[config.mk]
export PLATFORM = sky130hd
export DESIGN_NAME = pit_move_unit
export DESIGN_NICKNAME = d
export VERILOG_FILES = /design/src/pit_pkg.sv /design/src/pit_sat_unit.sv /design/src/pit_move_unit.sv
export SDC_FILE = /design/constraint.sdc
export NUM_CORES = 1
export LEC_CHECK = 0
export ABC_CLOCK_PERIOD_IN_PS = 3900
export BUFFER_PORTS_ARGS = -buffer_cell sky130_fd_sc_hd__buf_4
export CAP_MARGIN = 20
export CORE_MARGIN = 3
export CORE_UTILIZATION = 35
export DETAILED_ROUTE_END_ITERATION = 6
export GPL_TIMING_DRIVEN = 0
export MAX_ROUTING_LAYER = met4
export PLACE_DENSITY_LB_ADDON = 0.15
export RECOVER_POWER = 50
export SLEW_MARGIN = 40
export SYNTH_ARGS = -nofsm -noshare
export SYNTH_HDL_FRONTEND = slang
export SYNTH_SLANG_ARGS = --single-unit
export TNS_END_PERCENT = 10
[constraint.sdc]
create_clock -name clock_i -period 3.9 [get_ports clock_i]
set_clock_uncertainty 0.15 [all_clocks]
set_input_delay 0.585 -clock clock_i [delete_from_list [all_inputs] [get_ports clock_i]]
set_output_delay 0.585 -clock clock_i [all_outputs]
set_load 0.01 [all_outputs]
[src/pit_pkg.sv]
// Shared constants and types for the program-memory and peripheral short transfer unit.
// Assumes a single core clock; every user of it imports the whole package.
`default_nettype none

package pit_pkg;

  // ****************************************************************
  // Widths and field layout
  // ****************************************************************
  localparam int DATA_W    = 16;
  localparam int ADDR_W    = 16;
  localparam int ACC_W     = 36;
  localparam int ACC_MSB   = 35;
  localparam int UPPER_MSB = 31;
  localparam int UPPER_LSB = 16;
  localparam int LOWER_MSB = 15;
  localparam int WORD_MSB  = 15;
  localparam int EXT_W     = 4;
  localparam int SHORT_W   = 6;
  localparam int PAGE_W    = 10;
  localparam int CNT_W     = 5;
  localparam int EXTRA_W   = 4;
  localparam int NUM_PTR   = 4;
  localparam int PTR_SEL_W = 2;

  // ****************************************************************
  // Values
  // ****************************************************************
  localparam logic [DATA_W-1:0] SAT_POS  = 16'h7fff;
  localparam logic [DATA_W-1:0] SAT_NEG  = 16'h8000;
  localparam logic [DATA_W-1:0] ZERO_W   = 16'h0000;
  localparam logic [DATA_W-1:0] STEP_ONE = 16'h0001;
  localparam logic [PAGE_W-1:0] IO_PAGE  = 10'h3ff;
  localparam logic [ACC_W-1:0]  ACC_RST  = 36'h0_0000_0000;

  // ****************************************************************
  // Cycle and word counts
  // ****************************************************************
  localparam logic [CNT_W-1:0] PM_BASE_CYC = 5'h08;
  localparam logic [CNT_W-1:0] IO_REG_CYC  = 5'h02;
  localparam logic [CNT_W-1:0] IO_IMM_CYC  = 5'h04;
  localparam logic [CNT_W-1:0] CNT_ONE     = 5'h01;
  localparam logic [CNT_W-1:0] CNT_ZERO    = 5'h00;
  localparam logic [1:0]       WORDS_ONE   = 2'h1;
  localparam logic [1:0]       WORDS_TWO   = 2'h2;

  // ****************************************************************
  // Types
  // ****************************************************************
  typedef enum logic [2:0] {
    OP_PM_READ,
    OP_PM_WRITE,
    OP_IO_READ,
    OP_IO_WRITE,
    OP_IO_IMM
  } pit_op_e;

  typedef enum logic [3:0] {
    REG_ACC_A,
    REG_ACC_B,
    REG_ACC_A_UP,
    REG_ACC_B_UP,
    REG_ACC_A_LO,
    REG_ACC_B_LO,
    REG_IN_X,
    REG_IN_Y0,
    REG_IN_Y1,
    REG_PTR0,
    REG_PTR1,
    REG_PTR2,
    REG_PTR3,
    REG_OFFSET
  } pit_reg_e;

  typedef enum logic {
    ST_IDLE,
    ST_RUN
  } pit_state_e;

endpackage

`default_nettype wire

[src/pit_sat_unit.sv]
// Source word selection with accumulator limiting for 16-bit stores.
// Assumes the caller already resolved any non-accumulator source into word_i.
`timescale 1ns/1ns
`default_nettype none

module pit_sat_unit (
  input  wire pit_pkg::pit_reg_e          src_sel_i,
  input  wire logic [pit_pkg::ACC_W-1:0]  acc_a_i,
  input  wire logic [pit_pkg::ACC_W-1:0]  acc_b_i,
  input  wire logic [pit_pkg::DATA_W-1:0] word_i,
  output logic      [pit_pkg::DATA_W-1:0] word_o,
  output logic                            limited_o
);
  import pit_pkg::*;

  // ****************************************************************
  // Limiting
  // ****************************************************************
  // Extension in use when bits 35..31 disagree
  function automatic logic ext_used(input logic [ACC_W-1:0] acc);
    ext_used = !(&acc[ACC_MSB:UPPER_MSB]) && (|acc[ACC_MSB:UPPER_MSB]);
  endfunction

  function automatic logic [DATA_W-1:0] limit_word(input logic [ACC_W-1:0] acc);
    if (ext_used(acc)) begin
      limit_word = acc[ACC_MSB] ? SAT_NEG : SAT_POS;
    end else begin
      limit_word = acc[UPPER_MSB:UPPER_LSB];
    end
  endfunction

  always_comb begin
    word_o    = word_i;
    limited_o = 1'b0;
    case (src_sel_i)
      REG_ACC_A: begin
        word_o    = limit_word(acc_a_i);
        limited_o = ext_used(acc_a_i);
      end
      REG_ACC_B: begin
        word_o    = limit_word(acc_b_i);
        limited_o = ext_used(acc_b_i);
      end
      // Portion registers pass through untouched
      REG_ACC_A_UP: word_o = acc_a_i[UPPER_MSB:UPPER_LSB];
      REG_ACC_B_UP: word_o = acc_b_i[UPPER_MSB:UPPER_LSB];
      REG_ACC_A_LO: word_o = acc_a_i[LOWER_MSB:0];
      REG_ACC_B_LO: word_o = acc_b_i[LOWER_MSB:0];
      default: word_o = word_i;
    endcase
  end

endmodule

`default_nettype wire

[src/pit_move_unit.sv]
// Execution unit for the program-memory transfer and the peripheral short transfer.
// Assumes synchronous memories that return read data the cycle after the read strobe.
`timescale 1ns/1ns
`default_nettype none

module pit_move_unit (
  input  wire logic                               clock_i,
  input  wire logic                               rst_n_i,
  input  wire logic                               start_i,
  input  wire pit_pkg::pit_op_e                   op_i,
  input  wire pit_pkg::pit_reg_e                  reg_sel_i,
  input  wire logic [pit_pkg::PTR_SEL_W-1:0]      ptr_sel_i,
  input  wire logic                               post_by_offset_i,
  input  wire logic [pit_pkg::SHORT_W-1:0]        io_short_address_i,
  input  wire logic [pit_pkg::DATA_W-1:0]         imm_word_i,
  input  wire logic [pit_pkg::EXTRA_W-1:0]        extra_cycles_i,
  input  wire logic                               execute_from_data_mem_i,
  input  wire logic                               load_en_i,
  input  wire pit_pkg::pit_reg_e                  load_sel_i,
  input  wire logic [pit_pkg::ACC_W-1:0]          load_data_i,
  input  wire logic [pit_pkg::DATA_W-1:0]         pm_rdata_i,
  input  wire logic [pit_pkg::DATA_W-1:0]         dm_rdata_i,
  output logic                                    busy_o,
  output logic                                    done_o,
  output logic                                    refused_o,
  output logic                                    limit_flag_o,
  output logic      [1:0]                         instr_words_o,
  output logic      [pit_pkg::ADDR_W-1:0]         pm_addr_o,
  output logic      [pit_pkg::DATA_W-1:0]         pm_wdata_o,
  output logic                                    pm_rd_o,
  output logic                                    pm_wr_o,
  output logic      [pit_pkg::ADDR_W-1:0]         dm_addr_o,
  output logic      [pit_pkg::DATA_W-1:0]         dm_wdata_o,
  output logic                                    dm_rd_o,
  output logic                                    dm_wr_o,
  output logic      [pit_pkg::ACC_W-1:0]          acc_a_o,
  output logic      [pit_pkg::ACC_W-1:0]          acc_b_o,
  output logic      [pit_pkg::DATA_W-1:0]         input_reg_x_o,
  output logic      [pit_pkg::DATA_W-1:0]         in_y0_o,
  output logic      [pit_pkg::DATA_W-1:0]         in_y1_o,
  output logic      [pit_pkg::DATA_W-1:0]         ptr0_o,
  output logic      [pit_pkg::DATA_W-1:0]         ptr1_o,
  output logic      [pit_pkg::DATA_W-1:0]         ptr2_o,
  output logic      [pit_pkg::DATA_W-1:0]         ptr3_o,
  output logic      [pit_pkg::DATA_W-1:0]         offset_o
);
  import pit_pkg::*;

  // ****************************************************************
  // Helpers
  // ****************************************************************
  function automatic logic is_pm(input pit_op_e op);
    is_pm = (op == OP_PM_READ) || (op == OP_PM_WRITE);
  endfunction

  function automatic logic is_read(input pit_op_e op);
    is_read = (op == OP_PM_READ) || (op == OP_IO_READ);
  endfunction

  // Widen a word into a full accumulator
  function automatic logic [ACC_W-1:0] widen(input logic [DATA_W-1:0] w);
    widen = {{EXT_W{w[WORD_MSB]}}, w, ZERO_W};
  endfunction

  // ****************************************************************
  // Storage
  // ****************************************************************
  logic [ACC_W-1:0]  acc_a_r;
  logic [ACC_W-1:0]  acc_b_r;
  logic [DATA_W-1:0] in_x_r;
  logic [DATA_W-1:0] in_y0_r;
  logic [DATA_W-1:0] in_y1_r;
  logic [DATA_W-1:0] ptr_r [NUM_PTR];
  logic [DATA_W-1:0] offset_r;
  logic              limit_r;

  pit_state_e           state_r;
  logic [CNT_W-1:0]     cnt_r;
  pit_op_e              op_r;
  pit_reg_e             reg_r;
  logic [PTR_SEL_W-1:0] ptr_sel_r;
  logic                 post_off_r;
  logic                 st_lim_r;
  logic                 cap_r;
  logic [DATA_W-1:0]    held_r;
  logic                 refused_r;
  logic [1:0]           words_r;

  logic [DATA_W-1:0] src_word;
  logic [DATA_W-1:0] sat_word;
  logic              sat_lim;
  logic [DATA_W-1:0] live_rdata;
  logic [DATA_W-1:0] rd_word;
  logic [CNT_W-1:0]  total_cyc;
  logic              req_pm;
  logic              accept;
  logic              refuse;
  logic              finish;

  // ****************************************************************
  // Request decode
  // ****************************************************************
  assign req_pm = is_pm(op_i);
  // A program-memory request while running from data memory is dropped
  assign refuse = (state_r == ST_IDLE) && start_i && req_pm && execute_from_data_mem_i;
  assign accept = (state_r == ST_IDLE) && start_i && !refuse;
  assign finish = (state_r == ST_RUN) && (cnt_r == CNT_ZERO);

  always_comb begin
    case (op_i)
      OP_PM_READ, OP_PM_WRITE: total_cyc = PM_BASE_CYC + CNT_W'(extra_cycles_i);
      OP_IO_IMM:               total_cyc = IO_IMM_CYC + CNT_W'(extra_cycles_i);
      default:                 total_cyc = IO_REG_CYC + CNT_W'(extra_cycles_i);
    endcase
  end

  // Non-accumulator source value; accumulators are resolved in the limiter
  always_comb begin
    case (reg_sel_i)
      REG_IN_X:   src_word = in_x_r;
      REG_IN_Y0:  src_word = in_y0_r;
      REG_IN_Y1:  src_word = in_y1_r;
      REG_PTR0:   src_word = ptr_r[0];
      REG_PTR1:   src_word = ptr_r[1];
      REG_PTR2:   src_word = ptr_r[2];
      REG_PTR3:   src_word = ptr_r[3];
      REG_OFFSET: src_word = offset_r;
      default:    src_word = ZERO_W;
    endcase
  end

  pit_sat_unit pit_sat_unit_inst (
    .src_sel_i (reg_sel_i),
    .acc_a_i   (acc_a_r),
    .acc_b_i   (acc_b_r),
    .word_i    (src_word),
    .word_o    (sat_word),
    .limited_o (sat_lim)
  );

  // ****************************************************************
  // Sequencer
  // ****************************************************************
  always_ff @(posedge clock_i or negedge rst_n_i) begin
    if (!rst_n_i) begin
      state_r    <= ST_IDLE;
      cnt_r      <= CNT_ZERO;
      op_r       <= OP_PM_READ;
      reg_r      <= REG_ACC_A;
      ptr_sel_r  <= '0;
      post_off_r <= 1'b0;
      st_lim_r   <= 1'b0;
      words_r    <= WORDS_ONE;
    end else if (accept) begin
      state_r    <= ST_RUN;
      cnt_r      <= total_cyc - CNT_ONE;
      op_r       <= op_i;
      reg_r      <= reg_sel_i;
      ptr_sel_r  <= ptr_sel_i;
      post_off_r <= post_by_offset_i;
      st_lim_r   <= (op_i == OP_IO_IMM) ? 1'b0 : sat_lim;
      words_r    <= (op_i == OP_IO_IMM) ? WORDS_TWO : WORDS_ONE;
    end else if (finish) begin
      state_r <= ST_IDLE;
    end else if (state_r == ST_RUN) begin
      cnt_r <= cnt_r - CNT_ONE;
    end
  end

  always_ff @(posedge clock_i or negedge rst_n_i) begin
    if (!rst_n_i) begin
      refused_r <= 1'b0;
    end else begin
      refused_r <= refuse;
    end
  end

  // ****************************************************************
  // Memory ports
  // ****************************************************************
  // Address taken from the pointer before the post-increment lands
  always_ff @(posedge clock_i or negedge rst_n_i) begin
    if (!rst_n_i) begin
      pm_addr_o  <= '0;
      pm_wdata_o <= ZERO_W;
      pm_rd_o    <= 1'b0;
      pm_wr_o    <= 1'b0;
      dm_addr_o  <= '0;
      dm_wdata_o <= ZERO_W;
      dm_rd_o    <= 1'b0;
      dm_wr_o    <= 1'b0;
    end else begin
      pm_rd_o <= accept && (op_i == OP_PM_READ);
      pm_wr_o <= accept && (op_i == OP_PM_WRITE);
      dm_rd_o <= accept && (op_i == OP_IO_READ);
      dm_wr_o <= accept && ((op_i == OP_IO_WRITE) || (op_i == OP_IO_IMM));
      if (accept && req_pm) begin
        pm_addr_o  <= ptr_r[ptr_sel_i];
        pm_wdata_o <= sat_word;
      end
      if (accept && !req_pm) begin
        dm_addr_o  <= {IO_PAGE, io_short_address_i};
        dm_wdata_o <= (op_i == OP_IO_IMM) ? imm_word_i : sat_word;
      end
    end
  end

  // Read data arrives one cycle after the strobe; hold it for longer forms
  assign live_rdata = is_pm(op_r) ? pm_rdata_i : dm_rdata_i;
  assign rd_word    = cap_r ? live_rdata : held_r;

  always_ff @(posedge clock_i or negedge rst_n_i) begin
    if (!rst_n_i) begin
      cap_r  <= 1'b0;
      held_r <= ZERO_W;
    end else begin
      cap_r <= pm_rd_o || dm_rd_o;
      if (cap_r) begin
        held_r <= live_rdata;
      end
    end
  end

  // ****************************************************************
  // Register file
  // ****************************************************************
  // Post-increment first, so a load into the same pointer wins
  always_ff @(posedge clock_i or negedge rst_n_i) begin
    if (!rst_n_i) begin
      acc_a_r  <= ACC_RST;
      acc_b_r  <= ACC_RST;
      in_x_r   <= ZERO_W;
      in_y0_r  <= ZERO_W;
      in_y1_r  <= ZERO_W;
      for (int i = 0; i < NUM_PTR; i++) begin
        ptr_r[i] <= ZERO_W;
      end
      offset_r <= ZERO_W;
    end else if (finish) begin
      if (is_pm(op_r)) begin
        ptr_r[ptr_sel_r] <= ptr_r[ptr_sel_r] + (post_off_r ? offset_r : STEP_ONE);
      end
      if (is_read(op_r)) begin
        case (reg_r)
          REG_ACC_A:    acc_a_r <= widen(rd_word);
          REG_ACC_B:    acc_b_r <= widen(rd_word);
          REG_ACC_A_UP: acc_a_r[UPPER_MSB:UPPER_LSB] <= rd_word;
          REG_ACC_B_UP: acc_b_r[UPPER_MSB:UPPER_LSB] <= rd_word;
          REG_IN_X:     in_x_r   <= rd_word;
          REG_IN_Y0:    in_y0_r  <= rd_word;
          REG_IN_Y1:    in_y1_r  <= rd_word;
          REG_PTR0:     ptr_r[0] <= rd_word;
          REG_PTR1:     ptr_r[1] <= rd_word;
          REG_PTR2:     ptr_r[2] <= rd_word;
          REG_PTR3:     ptr_r[3] <= rd_word;
          REG_OFFSET:   offset_r <= rd_word;
          default: begin
          end
        endcase
      end
    end else if ((state_r == ST_IDLE) && load_en_i && !start_i) begin
      // Raw preload path stands in for the rest of the core
      case (load_sel_i)
        REG_ACC_A:    acc_a_r  <= load_data_i;
        REG_ACC_B:    acc_b_r  <= load_data_i;
        REG_IN_X:     in_x_r   <= load_data_i[WORD_MSB:0];
        REG_IN_Y0:    in_y0_r  <= load_data_i[WORD_MSB:0];
        REG_IN_Y1:    in_y1_r  <= load_data_i[WORD_MSB:0];
        REG_PTR0:     ptr_r[0] <= load_data_i[WORD_MSB:0];
        REG_PTR1:     ptr_r[1] <= load_data_i[WORD_MSB:0];
        REG_PTR2:     ptr_r[2] <= load_data_i[WORD_MSB:0];
        REG_PTR3:     ptr_r[3] <= load_data_i[WORD_MSB:0];
        REG_OFFSET:   offset_r <= load_data_i[WORD_MSB:0];
        default: begin
        end
      endcase
    end
  end

  // ****************************************************************
  // Limit flag
  // ****************************************************************
  // Sticky: only reset clears it, so block floating-point code can test once
  always_ff @(posedge clock_i or negedge rst_n_i) begin
    if (!rst_n_i) begin
      limit_r <= 1'b0;
    end else if (finish && !is_read(op_r) && st_lim_r) begin
      limit_r <= 1'b1;
    end
  end

  // ****************************************************************
  // Outputs
  // ****************************************************************
  assign busy_o        = (state_r == ST_RUN);
  assign done_o        = finish;
  assign refused_o     = refused_r;
  assign limit_flag_o  = limit_r;
  assign instr_words_o = words_r;
  assign acc_a_o       = acc_a_r;
  assign acc_b_o       = acc_b_r;
  assign input_reg_x_o = in_x_r;
  assign in_y0_o       = in_y0_r;
  assign in_y1_o       = in_y1_r;
  assign ptr0_o        = ptr_r[0];
  assign ptr1_o        = ptr_r[1];
  assign ptr2_o        = ptr_r[2];
  assign ptr3_o        = ptr_r[3];
  assign offset_o      = offset_r;

endmodule

`default_nettype wire

Yosys cells after proc, flatten, opt, wreduce, memory -nomap -nowiden --
Index checks and enable logic that the tools add are counted. Widths: inputs -> output; s select.
Storage, ports and cells: output and inout port bits 274, word-level logic and storage cells 235, flip-flop bits (word level) 297
Operators by class: $lt $le $gt $ge 3, muxes and demuxes 74, equal/unequal tests 49, reductions and logical operators 68, add/sub/neg operators 6, bitwise logic cells 3
Operator list (number):
- $mux 16 | 45
- $mux 36 | 8
- $mux 64 | 4
- $pmux 16 s8 | 1
- $pmux 16 s6 | 1
- $eq 4x4->1 const B | 18
- $bmux 16 s2 | 2
- $bwmux 64 | 1
- $demux 16 s2 | 1
- $eq 4x3->1 const B | 8
- $reduce_and 4->1 | 8
- $reduce_bool 2->1 | 13
- $logic_and 1x1->1 | 18
- $add 16x16->16 | 1
- $eq 4x2->1 const B | 4
- $mux 5 | 3
- $ne 2x1->1 const B | 7
- $eq 4x1->1 const B | 3
- $logic_not 4->1 | 3
- $pmux 5 s2 | 1
- $reduce_and 2->1 | 5
- $reduce_and 5->1 | 2
- $reduce_or 5->1 | 2
- $sub 5x1->5 const B | 2
- other kinds (20) | 42

Longest topological paths before layout --
Gate-level depths: netlist of run 1.
word-level depth 10, gate-level depth with buffers 12, gate-level depth less buffers 10

By module --
Synthesis of run 1 repeated with hierarchy kept, for this count alone.
Second synthesis, totals: cell total of the unflattened synthesis 1911, area total of the unflattened synthesis 17410.4 µm²
Modules (own cells, without submodules):
- pit_move_unit | sequential area each 7433.4 µm², area each 16086.7 µm², cells each 1710, instances 1
- pit_sat_unit | sequential area each 0.0 µm², area each 1323.8 µm², cells each 201, instances 1

Worst setup path before layout of run 1 --
OpenSTA, ideal clock, no wires.
path type register to register, start point reg ptr_sel_r[0], end point reg ptr_r, in the netlist ptr1_o[15], path slack 0.023 ns, arrival time 3.616 ns, cell stages (with the launch flop) 13, buffers on the path 4, library setup time 0.110 ns, period minus slack after synthesis 3.877 ns, cell sequence dfrtp_1 -> clkbuf_1 -> buf_2 -> buf_1 -> mux4_2 -> ha_1 -> clkbuf_1 -> a21oi_1 -> nor2b_1 -> o31a_1 -> a2bb2oi_1 -> xnor2_1 -> o41ai_1
Between the ends: cells in the longest elaborated chain, start to end 10
Ends and longest elaborated chain:
- start, declared | RTL line pit_move_unit.sv:81 | logic [PTR_SEL_W-1:0] ptr_sel_r;
- start signal, assigned | RTL line pit_move_unit.sv:159 | ptr_sel_r <= ptr_sel_i;
- $not 2->3 (*) | RTL line pit_move_unit.sv:241 | ptr_r[ptr_sel_r] <= ptr_r[ptr_sel_r] + (post_off_r ? offset_r : STEP_ONE);
- $bmux 16 s2, or another cell as far along | RTL line pit_move_unit.sv:241
- $mux 16 (implied by the code) or $logic_and 1x1->1 (tied branches) | RTL line pit_move_unit.sv:241
- $mux 16 (implied by the code) | RTL line pit_move_unit.sv:241
- $add 16x16->16 or $demux 16 s2 (tied branches) | RTL line pit_move_unit.sv:241
- $bwmux 64 (*) | RTL line pit_move_unit.sv:241
- $mux 64 (*) | RTL line pit_move_unit.sv:240 | if (is_pm(op_r)) begin
- $mux 16 | RTL line pit_move_unit.sv:244 | case (reg_r)
- $mux 64 (*) | RTL line pit_move_unit.sv:243 | if (is_read(op_r)) begin
- $mux 64 (*) | RTL line pit_move_unit.sv:239 | end else if (finish) begin
- end signal, assigned by index | RTL line pit_move_unit.sv:241
- end, declared | RTL line pit_move_unit.sv:73 | logic [DATA_W-1:0] ptr_r [NUM_PTR];
Mark *: on every way between the ends. The rest lies on a longest branch, timed or not. The select of a mux whose other input is x is not followed. A chain may end at the register's enable or synchronous reset.

Final worst setup path of run 1 --
start point in reg_sel_i[3], end point reg pm_wdata_o[13] in the netlist's numbering
Between the ends: cells in the longest elaborated chain, start to end 3
Ends and longest elaborated chain:
- start, declared | RTL line pit_move_unit.sv:11 | input wire pit_pkg::pit_reg_e reg_sel_i,
- $eq 4x4->1 or $eq 4x3->1 (tied branches) | RTL line pit_move_unit.sv:119 | case (reg_sel_i)
- $pmux 16 s8 | RTL line pit_move_unit.sv:119
- $pmux 16 s6 (*) | RTL line pit_sat_unit.sv:35 | case (src_sel_i)
- end signal, assigned | RTL line pit_move_unit.sv:199 | pm_wdata_o <= sat_word;
- end, declared | RTL line pit_move_unit.sv:29 | output logic [pit_pkg::DATA_W-1:0] pm_wdata_o,
Mark *: on every way between the ends. The rest lies on a longest branch, timed or not.

==> impl_results.md, run 1 <==
* Num rows at 81
* Worst skew pair latency at 0.57 ns
* Status: finished with violations
* Final nets at 2524
* CP Cell Sequence: buf_2, buf_2, buf_1, inv_1, a222oi_1, o2111ai_1, mux2_2
* FMAX at 247.2 MHz
* Most Frequent Cell on Critical Path: buf_2
* LEAKAGE at 9.598 nW
* VDD IR-drop max at 0.4832 mV
* Share of layout cells above drive strength 1 at 21.78%
* Data arrival time of the worst path at 4.34 ns
* Area contributors post-synth: dfrtp_1 42%, a21oi_1 6.2%, nand2_1 5.2%, o21ai_0 4.3%, mux4_2 3.9%
* Post-synth EDFFs at 0
* Worst EP required at 4.19 ns
* Crit path time final at 4.045 ns
* Total GRT Usage at 39.22%
* Slowest stage cell, crit path: a222oi_1
* Antenna Cells at 0
* HPWL after DPL at 83060 µm
* GR Overflow Total at 0
* Setup slack at placement at -1.109 ns
* Antenna viol nets, final at 0
* CTS tree: yes
* Crit path launch type: primary input
* CP bufs+invs at 4
* Vias/cell at 6.308
* Syn nets at 2099
* Max stage delay on crit path at 1.02 ns
* Dpl cells at 3019
* Pin count of the biggest net entering global routing at 75
* Failing checks: DRC, capacitance limit, slew limit, setup timing
* Top-count cell post-synth: dfrtp_1
* FF+latch count, synth at 297
* Clk buf depth at 3
* Setup violators final at 2
* Vias in the first global route at 18650
* Endpoint type of the worst setup path: flop
* Slew @ Worst Pin at 2.673 ns
* Die height at 230.9 µm
* Worst-path maximum fanout at 10
* Initial cell density of the core at 35.80%
* Async S/R FF share, synth at 100.0%
* Core footprint at 49460 µm²
* Pwr per Cell Area at 864.1 nW/µm²
* RSZ-0062 raised after global routing: true
* CTS HTree Levels at 2
* Die area at 53320 µm²
* Syn-to-layout area delta at 27.47%
* Avg WL per Cell at 33.87 µm
* Max Slew Vio Count at 49
* DRC at 1
* Final count of hold timing violations at 0
* Critical path's top delay family: compound AO/OA/AOI/OAI gates
* Drt total wl at 104500 µm
* Final TNS setup at -0.2552 ns
* Root buffer cell: clkbuf_16
* Synth cell types at 88
* Syn_area_per_cell at 9.001 µm²
* YS warnings at 0
* IO Port Bufs at 381
* Final RePlAce weighted congestion at 1.035
* Inserted Clock Buffers at 37
* Finished Layout Cells at 3084
* Filler instances at 4999
* Clk pin slew, worst setup/hold paths at 0.06 ns
* Ports at 387
* Slew Limit Headroom at -78.22%
* Top cell type's share of synthesized area at 41.83%
* Synthesized instance count at 1967
* Vias at 19450
* Max-cap viol count at 1
* Initial antenna violation count at 2
* Seq/Total Area, Yosys at 41.98%
* Drt pass-1 iters at 7
* DR iter-0 viols at 2594
* Mapped Area at 17710 µm²
* Setup Crit Path Kind: primary input to flop
* Synth cell count leaders: 296 x dfrtp_1, 244 x nand2_1, 219 x a21oi_1
* First-pass GRT wire length at 145200 µm
* Worst hold-check path type: primary input to flop
* Top cell type by total area after synthesis: dfrtp_1
* Period utilization at 103.7%
* Setup ws final at -0.1450 ns
* Sink Count at 297
* Die X at 230.9 µm
* Predominant post-synthesis flop cell: dfrtp_1
-- cell families after synthesis --
family	synth area share [%]
adders and majority gates	1.385
DFF	41.98
AOI/OAI and AO/OA	24.26
muxes	9.667
xor gates and xnor gates	1.088
and+or+nand+nor	17.12
buffers and inverters	4.494
-- worst reg2reg max path: cells and delay by family, from the launching register on --
family | cells | cell delay [ns]
AO/OA/AOI/OAI | 4 | 1.27
buffers and inverters | 2 | 0.70
flip-flops | 1 | 0.50
multiplexers | 1 | 0.39
adder cells (fa/ha/maj) | 1 | 0.38
XOR/XNOR | 1 | 0.19
AND/OR/NAND/NOR | 1 | 0.18
-- timing repair --
action / 4_1_cts / 5_1_grt
setup buffers: 1 / 0
gates resized for setup: 11 / 12
hold buffers: 1 / 0
endpoints found under the setup margin: 41 / 29
pin swaps: 1 / 0
endpoints found under the hold margin: 48 / 0
-- stage by stage --
step | util [%] | instance area, µm² | hold WS, ns | power [mW]
after global placement | 43.26 | 21400 | 0.3094 | 15.85
final | 45.63 | 22570 | 0.06241 | 19.50
after CTS | 46.52 | 23010 | 0.04792 | 19.69
after floorplan | - | 17710 | 0.1394 | 10.41
after global routing | 45.63 | 22570 | 0.06366 | 20.27
after detailed placement | 43.91 | 21720 | 0.3142 | 16.02
-- cells in the final DEF, fill, tap and decap left out, drive strengths merged, types with 38 or more instances in the layout --
master	n
mux2	50
nand2	245
dfrtp	296
o21ai	153
inv	38
mux2i	45
clkbuf	289
buf	304
nand3	51
nor2	166
a21oi	220
a31oi	40
-- final timing paths --
path	slack [ns]	startpoint	cells past startpoint	to
min	0.06	io_short_address_i[3]	3	dm_addr_o[3]
min reg2reg	0.33	dm_rd_o	1	cap_r
max	-0.14	reg_sel_i[3]	7	pm_wdata_o[13]
min in group asynchronous	1.46	rst_n_i	2	cap_r
max in group asynchronous	0.43	rst_n_i	4	in_y1_o[6]
max reg2reg	0.03	ptr_sel_r[1]	10	ptr1_o[15]
-- registers in the layout (all words and copies together), names as in the netlist, 2 cells and up --
register and count:
pm_wdata_o 16, offset_o 16, input_reg_x_o 16, ptr2_o 16, pm_addr_o 16, in_y0_o 16
instr_words_o 2, ptr_sel_r 2, acc_a_o 36, held_r 16, in_y1_o 16, op_r 3
ptr0_o 16, reg_r 4, dm_wdata_o 16, dm_addr_o 7, ptr3_o 16, ptr1_o 16
acc_b_o 36, cnt_r 5
-- area by class of cell --
class                           instances  area (µm²)  area share (%)
Inverter                               37       138.9          0.6154
Tap cell                              664       830.8           3.681
Buffer                                151       670.6           2.972
Clock buffer                           54        1122           4.973
Sequential cell                       297        7436           32.95
Multi-Input combinational cell       1478        9729           43.11
Clock inverter                         13       122.6          0.5433
Timing Repair Buffer                  390        2519           11.16
-- layer usage --
metal  part of all wire (%)  track usage [%]  vias up
li1                       -                -     8153
met1                     41            51.95     9739
met2                     44            57.95     1287
met3                     10            9.810      274
met4                    4.7            15.07        0
met5                      0                -        -
-- power breakdown --
group	internal (mW)	switching, mW	total (mW)
logic	3.42	5.62	9.04
registers	4.41	2.44	6.85
clock network	2.13	1.48	3.61
total	9.97	9.53	19.5
No activity file was read; power rests on OpenSTA's default activity.
==> run 2: changes to the inputs <==
Settings changed: CAP_MARGIN 20 to not set, CORE_UTILIZATION 35 to 30, SYNTH_HIERARCHICAL set to 1.
==> impl_results.md, run 2 <==
* IO Port Bufs at 381 (unchanged)
* Syn-to-layout area delta at 26.64%
* Worst skew pair latency at 0.57 ns (about the same)
* Top cell type by total area after synthesis: dfrtp_1
* Setup slack, reg-to-reg at 0.04 ns (about the same)
* Synth cell count leaders: 296 x dfrtp_1, 258 x nand2_1, 184 x a21oi_1
* Clk pin slew, worst setup/hold paths at 0.06 ns (about the same)
* Core footprint at 56930 µm² (+15%)
* Max Slew Vio Count at 135 (+180%)
* Slew @ Worst Pin at 1.845 ns (-0.8285 ns)
* Dpl cell area at 21420 µm² (-1.4%)
* First-pass GRT wire length at 131100 µm (-9.7%)
* GR Overflow Total at 0 (unchanged)
* Endpoint type of the worst setup path: flop
* Syn_area_per_cell at 9.111 µm² (+1.2%)
* Syn nets at 2043 (-2.7%)
* Sw power at 8.659 mW (-9.2%)
* Final nets at 2470 (-2.1%)
* Total GRT Usage at 30.69% (-8.5 points)
* Sink Count at 297 (unchanged)
* DRC at 0 (-1)
* Final RePlAce weighted congestion at 0.9972 (-3.6%)
* Register Area at 7435 µm² (about the same)
* Initial cell density of the core at 30.58% (-5.2 points)
* Mapped Area at 17410 µm² (-1.7%)
* Worst hold-check path type: primary input to flop
* Filler instances at 6042 (+21%)
* Period utilization at 99.01% (-4.7 points)
* Gate power share at 44.7% (-1.7 points)
* DR iter-0 viols at 1980 (-24%)
* Async S/R FF share, synth at 100.0% (unchanged)
* Top cell type's share of synthesized area at 42.54% (+0.71 points)
* Vias in the first global route at 18040 (-3.3%)
* Worst-path maximum fanout at 10 (unchanged)
* Most frequent cells in the layout: 295 x dfrtp_1, 284 x clkbuf_1, 258 x nand2_1
* P_int at 9.724 mW (-2.5%)
* Antenna viol nets, final at 0 (unchanged)
* Drt pass-1 iters at 6 (-1)
* Most common cell after layout, fill and taps aside: dfrtp_1
* Seq/Total Area, Yosys at 42.69% (+0.71 points)
* Num rows at 87 (+7.4%)
* Slew Limit Headroom at -22.98% (+55 points)
* Crit path launch type: flop
* Clk buf depth at 3 (unchanged)
* HPWL after DPL at 74400 µm (-10%)
* FMAX at 259.0 MHz (+4.8%)
* Setup slack at placement at -0.7626 ns (+0.3463 ns)
* Root buffer cell: clkbuf_16
* Vias/cell at 5.888 (-6.7%)
* Vias at 18410 (-5.4%)
* Multi-input logic area at 9388 µm² (-3.5%)
* Failing checks: capacitance limit, slew limit
* Worst EP required at 4.14 ns (-0.05 ns)
* VDD IR-drop max at 0.3653 mV (-24%)
* YS warnings at 6 (+6)
* Post-synth EDFFs at 0 (unchanged)
* Clock power frac at 20.0% (+1.5 points)
* Synthesized instance count at 1911 (-2.8%)
* Setup ws final at 0.03870 ns (+0.1837 ns)
* Share of layout cells above drive strength 1 at 19.01% (-2.8 points)
* Status: finished with violations
* Pwr per Cell Area at 833.7 nW/µm² (-3.5%)
* Max-cap viol count at 2 (+1)
* Data arrival time of the worst path at 4.10 ns (-0.24 ns)
* Drt total wl at 93310 µm (-11%)
* Top-count cell post-synth: dfrtp_1
* Crit path time final at 3.861 ns (-0.1837 ns)
* Net switching share of the total power at 47.10% (-1.8 points)
* LEAKAGE at 9.294 nW (-3.2%)
* Initial antenna violation count at 7 (+5)
* Die height at 246.9 µm (+6.9%)
* Setup violators final at 0 (-2)
* RSZ-0062 raised after global routing: false
* Inserted Clock Buffers at 38 (+2.7%)
* Final count of hold timing violations at 0 (unchanged)
* Setup Crit Path Kind: flop to flop
* Predominant post-synthesis flop cell: dfrtp_1
* Cell area after layout at 22050 µm² (-2.3%)
* Area contributors post-synth: dfrtp_1 43%, nand2_1 5.6%, a21oi_1 5.3%, o21ai_0 4.8%, mux4_2 4.1%
* Sequential power share at 35.3% (+0.2 points)
* Final Util at 38.73% (-6.9 points)
* FF+latch count, synth at 297 (unchanged)
* Die X at 246.9 µm (+6.9%)
* Pin count of the biggest net entering global routing at 70 (-6.7%)
* Avg WL per Cell at 29.85 µm (-12%)
* Synth cell types at 90 (+2.3%)
* Die area at 60960 µm² (+14%)
* Ports at 387 (unchanged)
* CTS HTree Levels at 2 (unchanged)
* CTS tree: yes
## run 2: metrics by stage
stage	setup TNS (ns)	hold slack, ns	power, mW	instances
global route	0	0.1002	19.37	3126
detailed placement	-14.36	0.3088	15.20	3053
CTS	0	0.07432	18.99	3122
finish	0	0.08602	18.38	3126
global placement	-237.92	0.3045	15.06	3048
floorplan	0	0.1394	10.25	1911
## run 2: power groups by stage
stage | combinational (mW) | sequential, mW | clock, mW
2_1_floorplan | 4.24 | 6.01 | 0
3_3_place_gp | 8.62 | 6.44 | 0
3_5_place_dp | 8.74 | 6.47 | 0
4_1_cts | 8.81 | 6.44 | 3.74
5_1_grt | 8.91 | 6.58 | 3.89
6_report | 8.22 | 6.48 | 3.68
## run 2: cells by family after synthesis
kind of cell               synth area share, %
AOI/OAI and AO/OA                        25.00
and+or+nand+nor                          16.95
DFF                                      42.69
buffers and inverters                    4.269
muxes                                    9.227
adders and majority gates                1.409
xor gates and xnor gates                0.4528
## run 2: what timing repair did
action / CTS / global route
gates resized for setup: 15 / 4
hold buffers: 1 / 0
endpoints found under the hold margin: 37 / 0
pin swaps: 0 / 1
setup endpoints to repair: 37 / 20
buffers inserted: 0 / 1
## run 2: path summary, 6_finish.rpt
check / depth (start not counted) / endpoint / startpoint
min in group asynchronous: 2 / dm_wdata_o[15] / rst_n_i
max in group asynchronous: 5 / pm_addr_o[14] / rst_n_i
hold reg to reg: 1 / limit_flag_o / limit_flag_o
setup / recovery: 10 / ptr2_o[14] / ptr_sel_r[1]
setup reg to reg: 10 / ptr2_o[14] / ptr_sel_r[1]
hold / removal: 3 / post_off_r / post_by_offset_i
## run 2: per-layer routing
layer  vias up  GRT usage [%]  share of wire (%)
met5         -              -                  0
met4         0          13.31                5.0
met3       222          5.389                7.6
met2       979          49.51                 47
met1      9253          37.86                 40
li1       7952              -                  -
## run 2: layout make-up
class,instances,share of cell area (%)
multi-input cells,1445,42.58
flip-flops and latches,297,33.72
repair buffers,388,10.10
clock buffers,55,5.107
well taps,756,4.290
plain buffers,144,2.985
clock inverters,14,0.7831
inverters,24,0.4086
diodes,3,0.03405
## run 2: worst max-delay path, cell delays in order, from the launching register on
cell,delay [ns]
dfrtp_1,0.56
buf_2,0.35
clkbuf_2,0.34
mux4_2,0.36
ha_1,0.43
a21oi_1,0.25
o21ai_0,0.22
or4_1,0.55
and3_1,0.24
nand3_1,0.10
a41oi_1,0.12
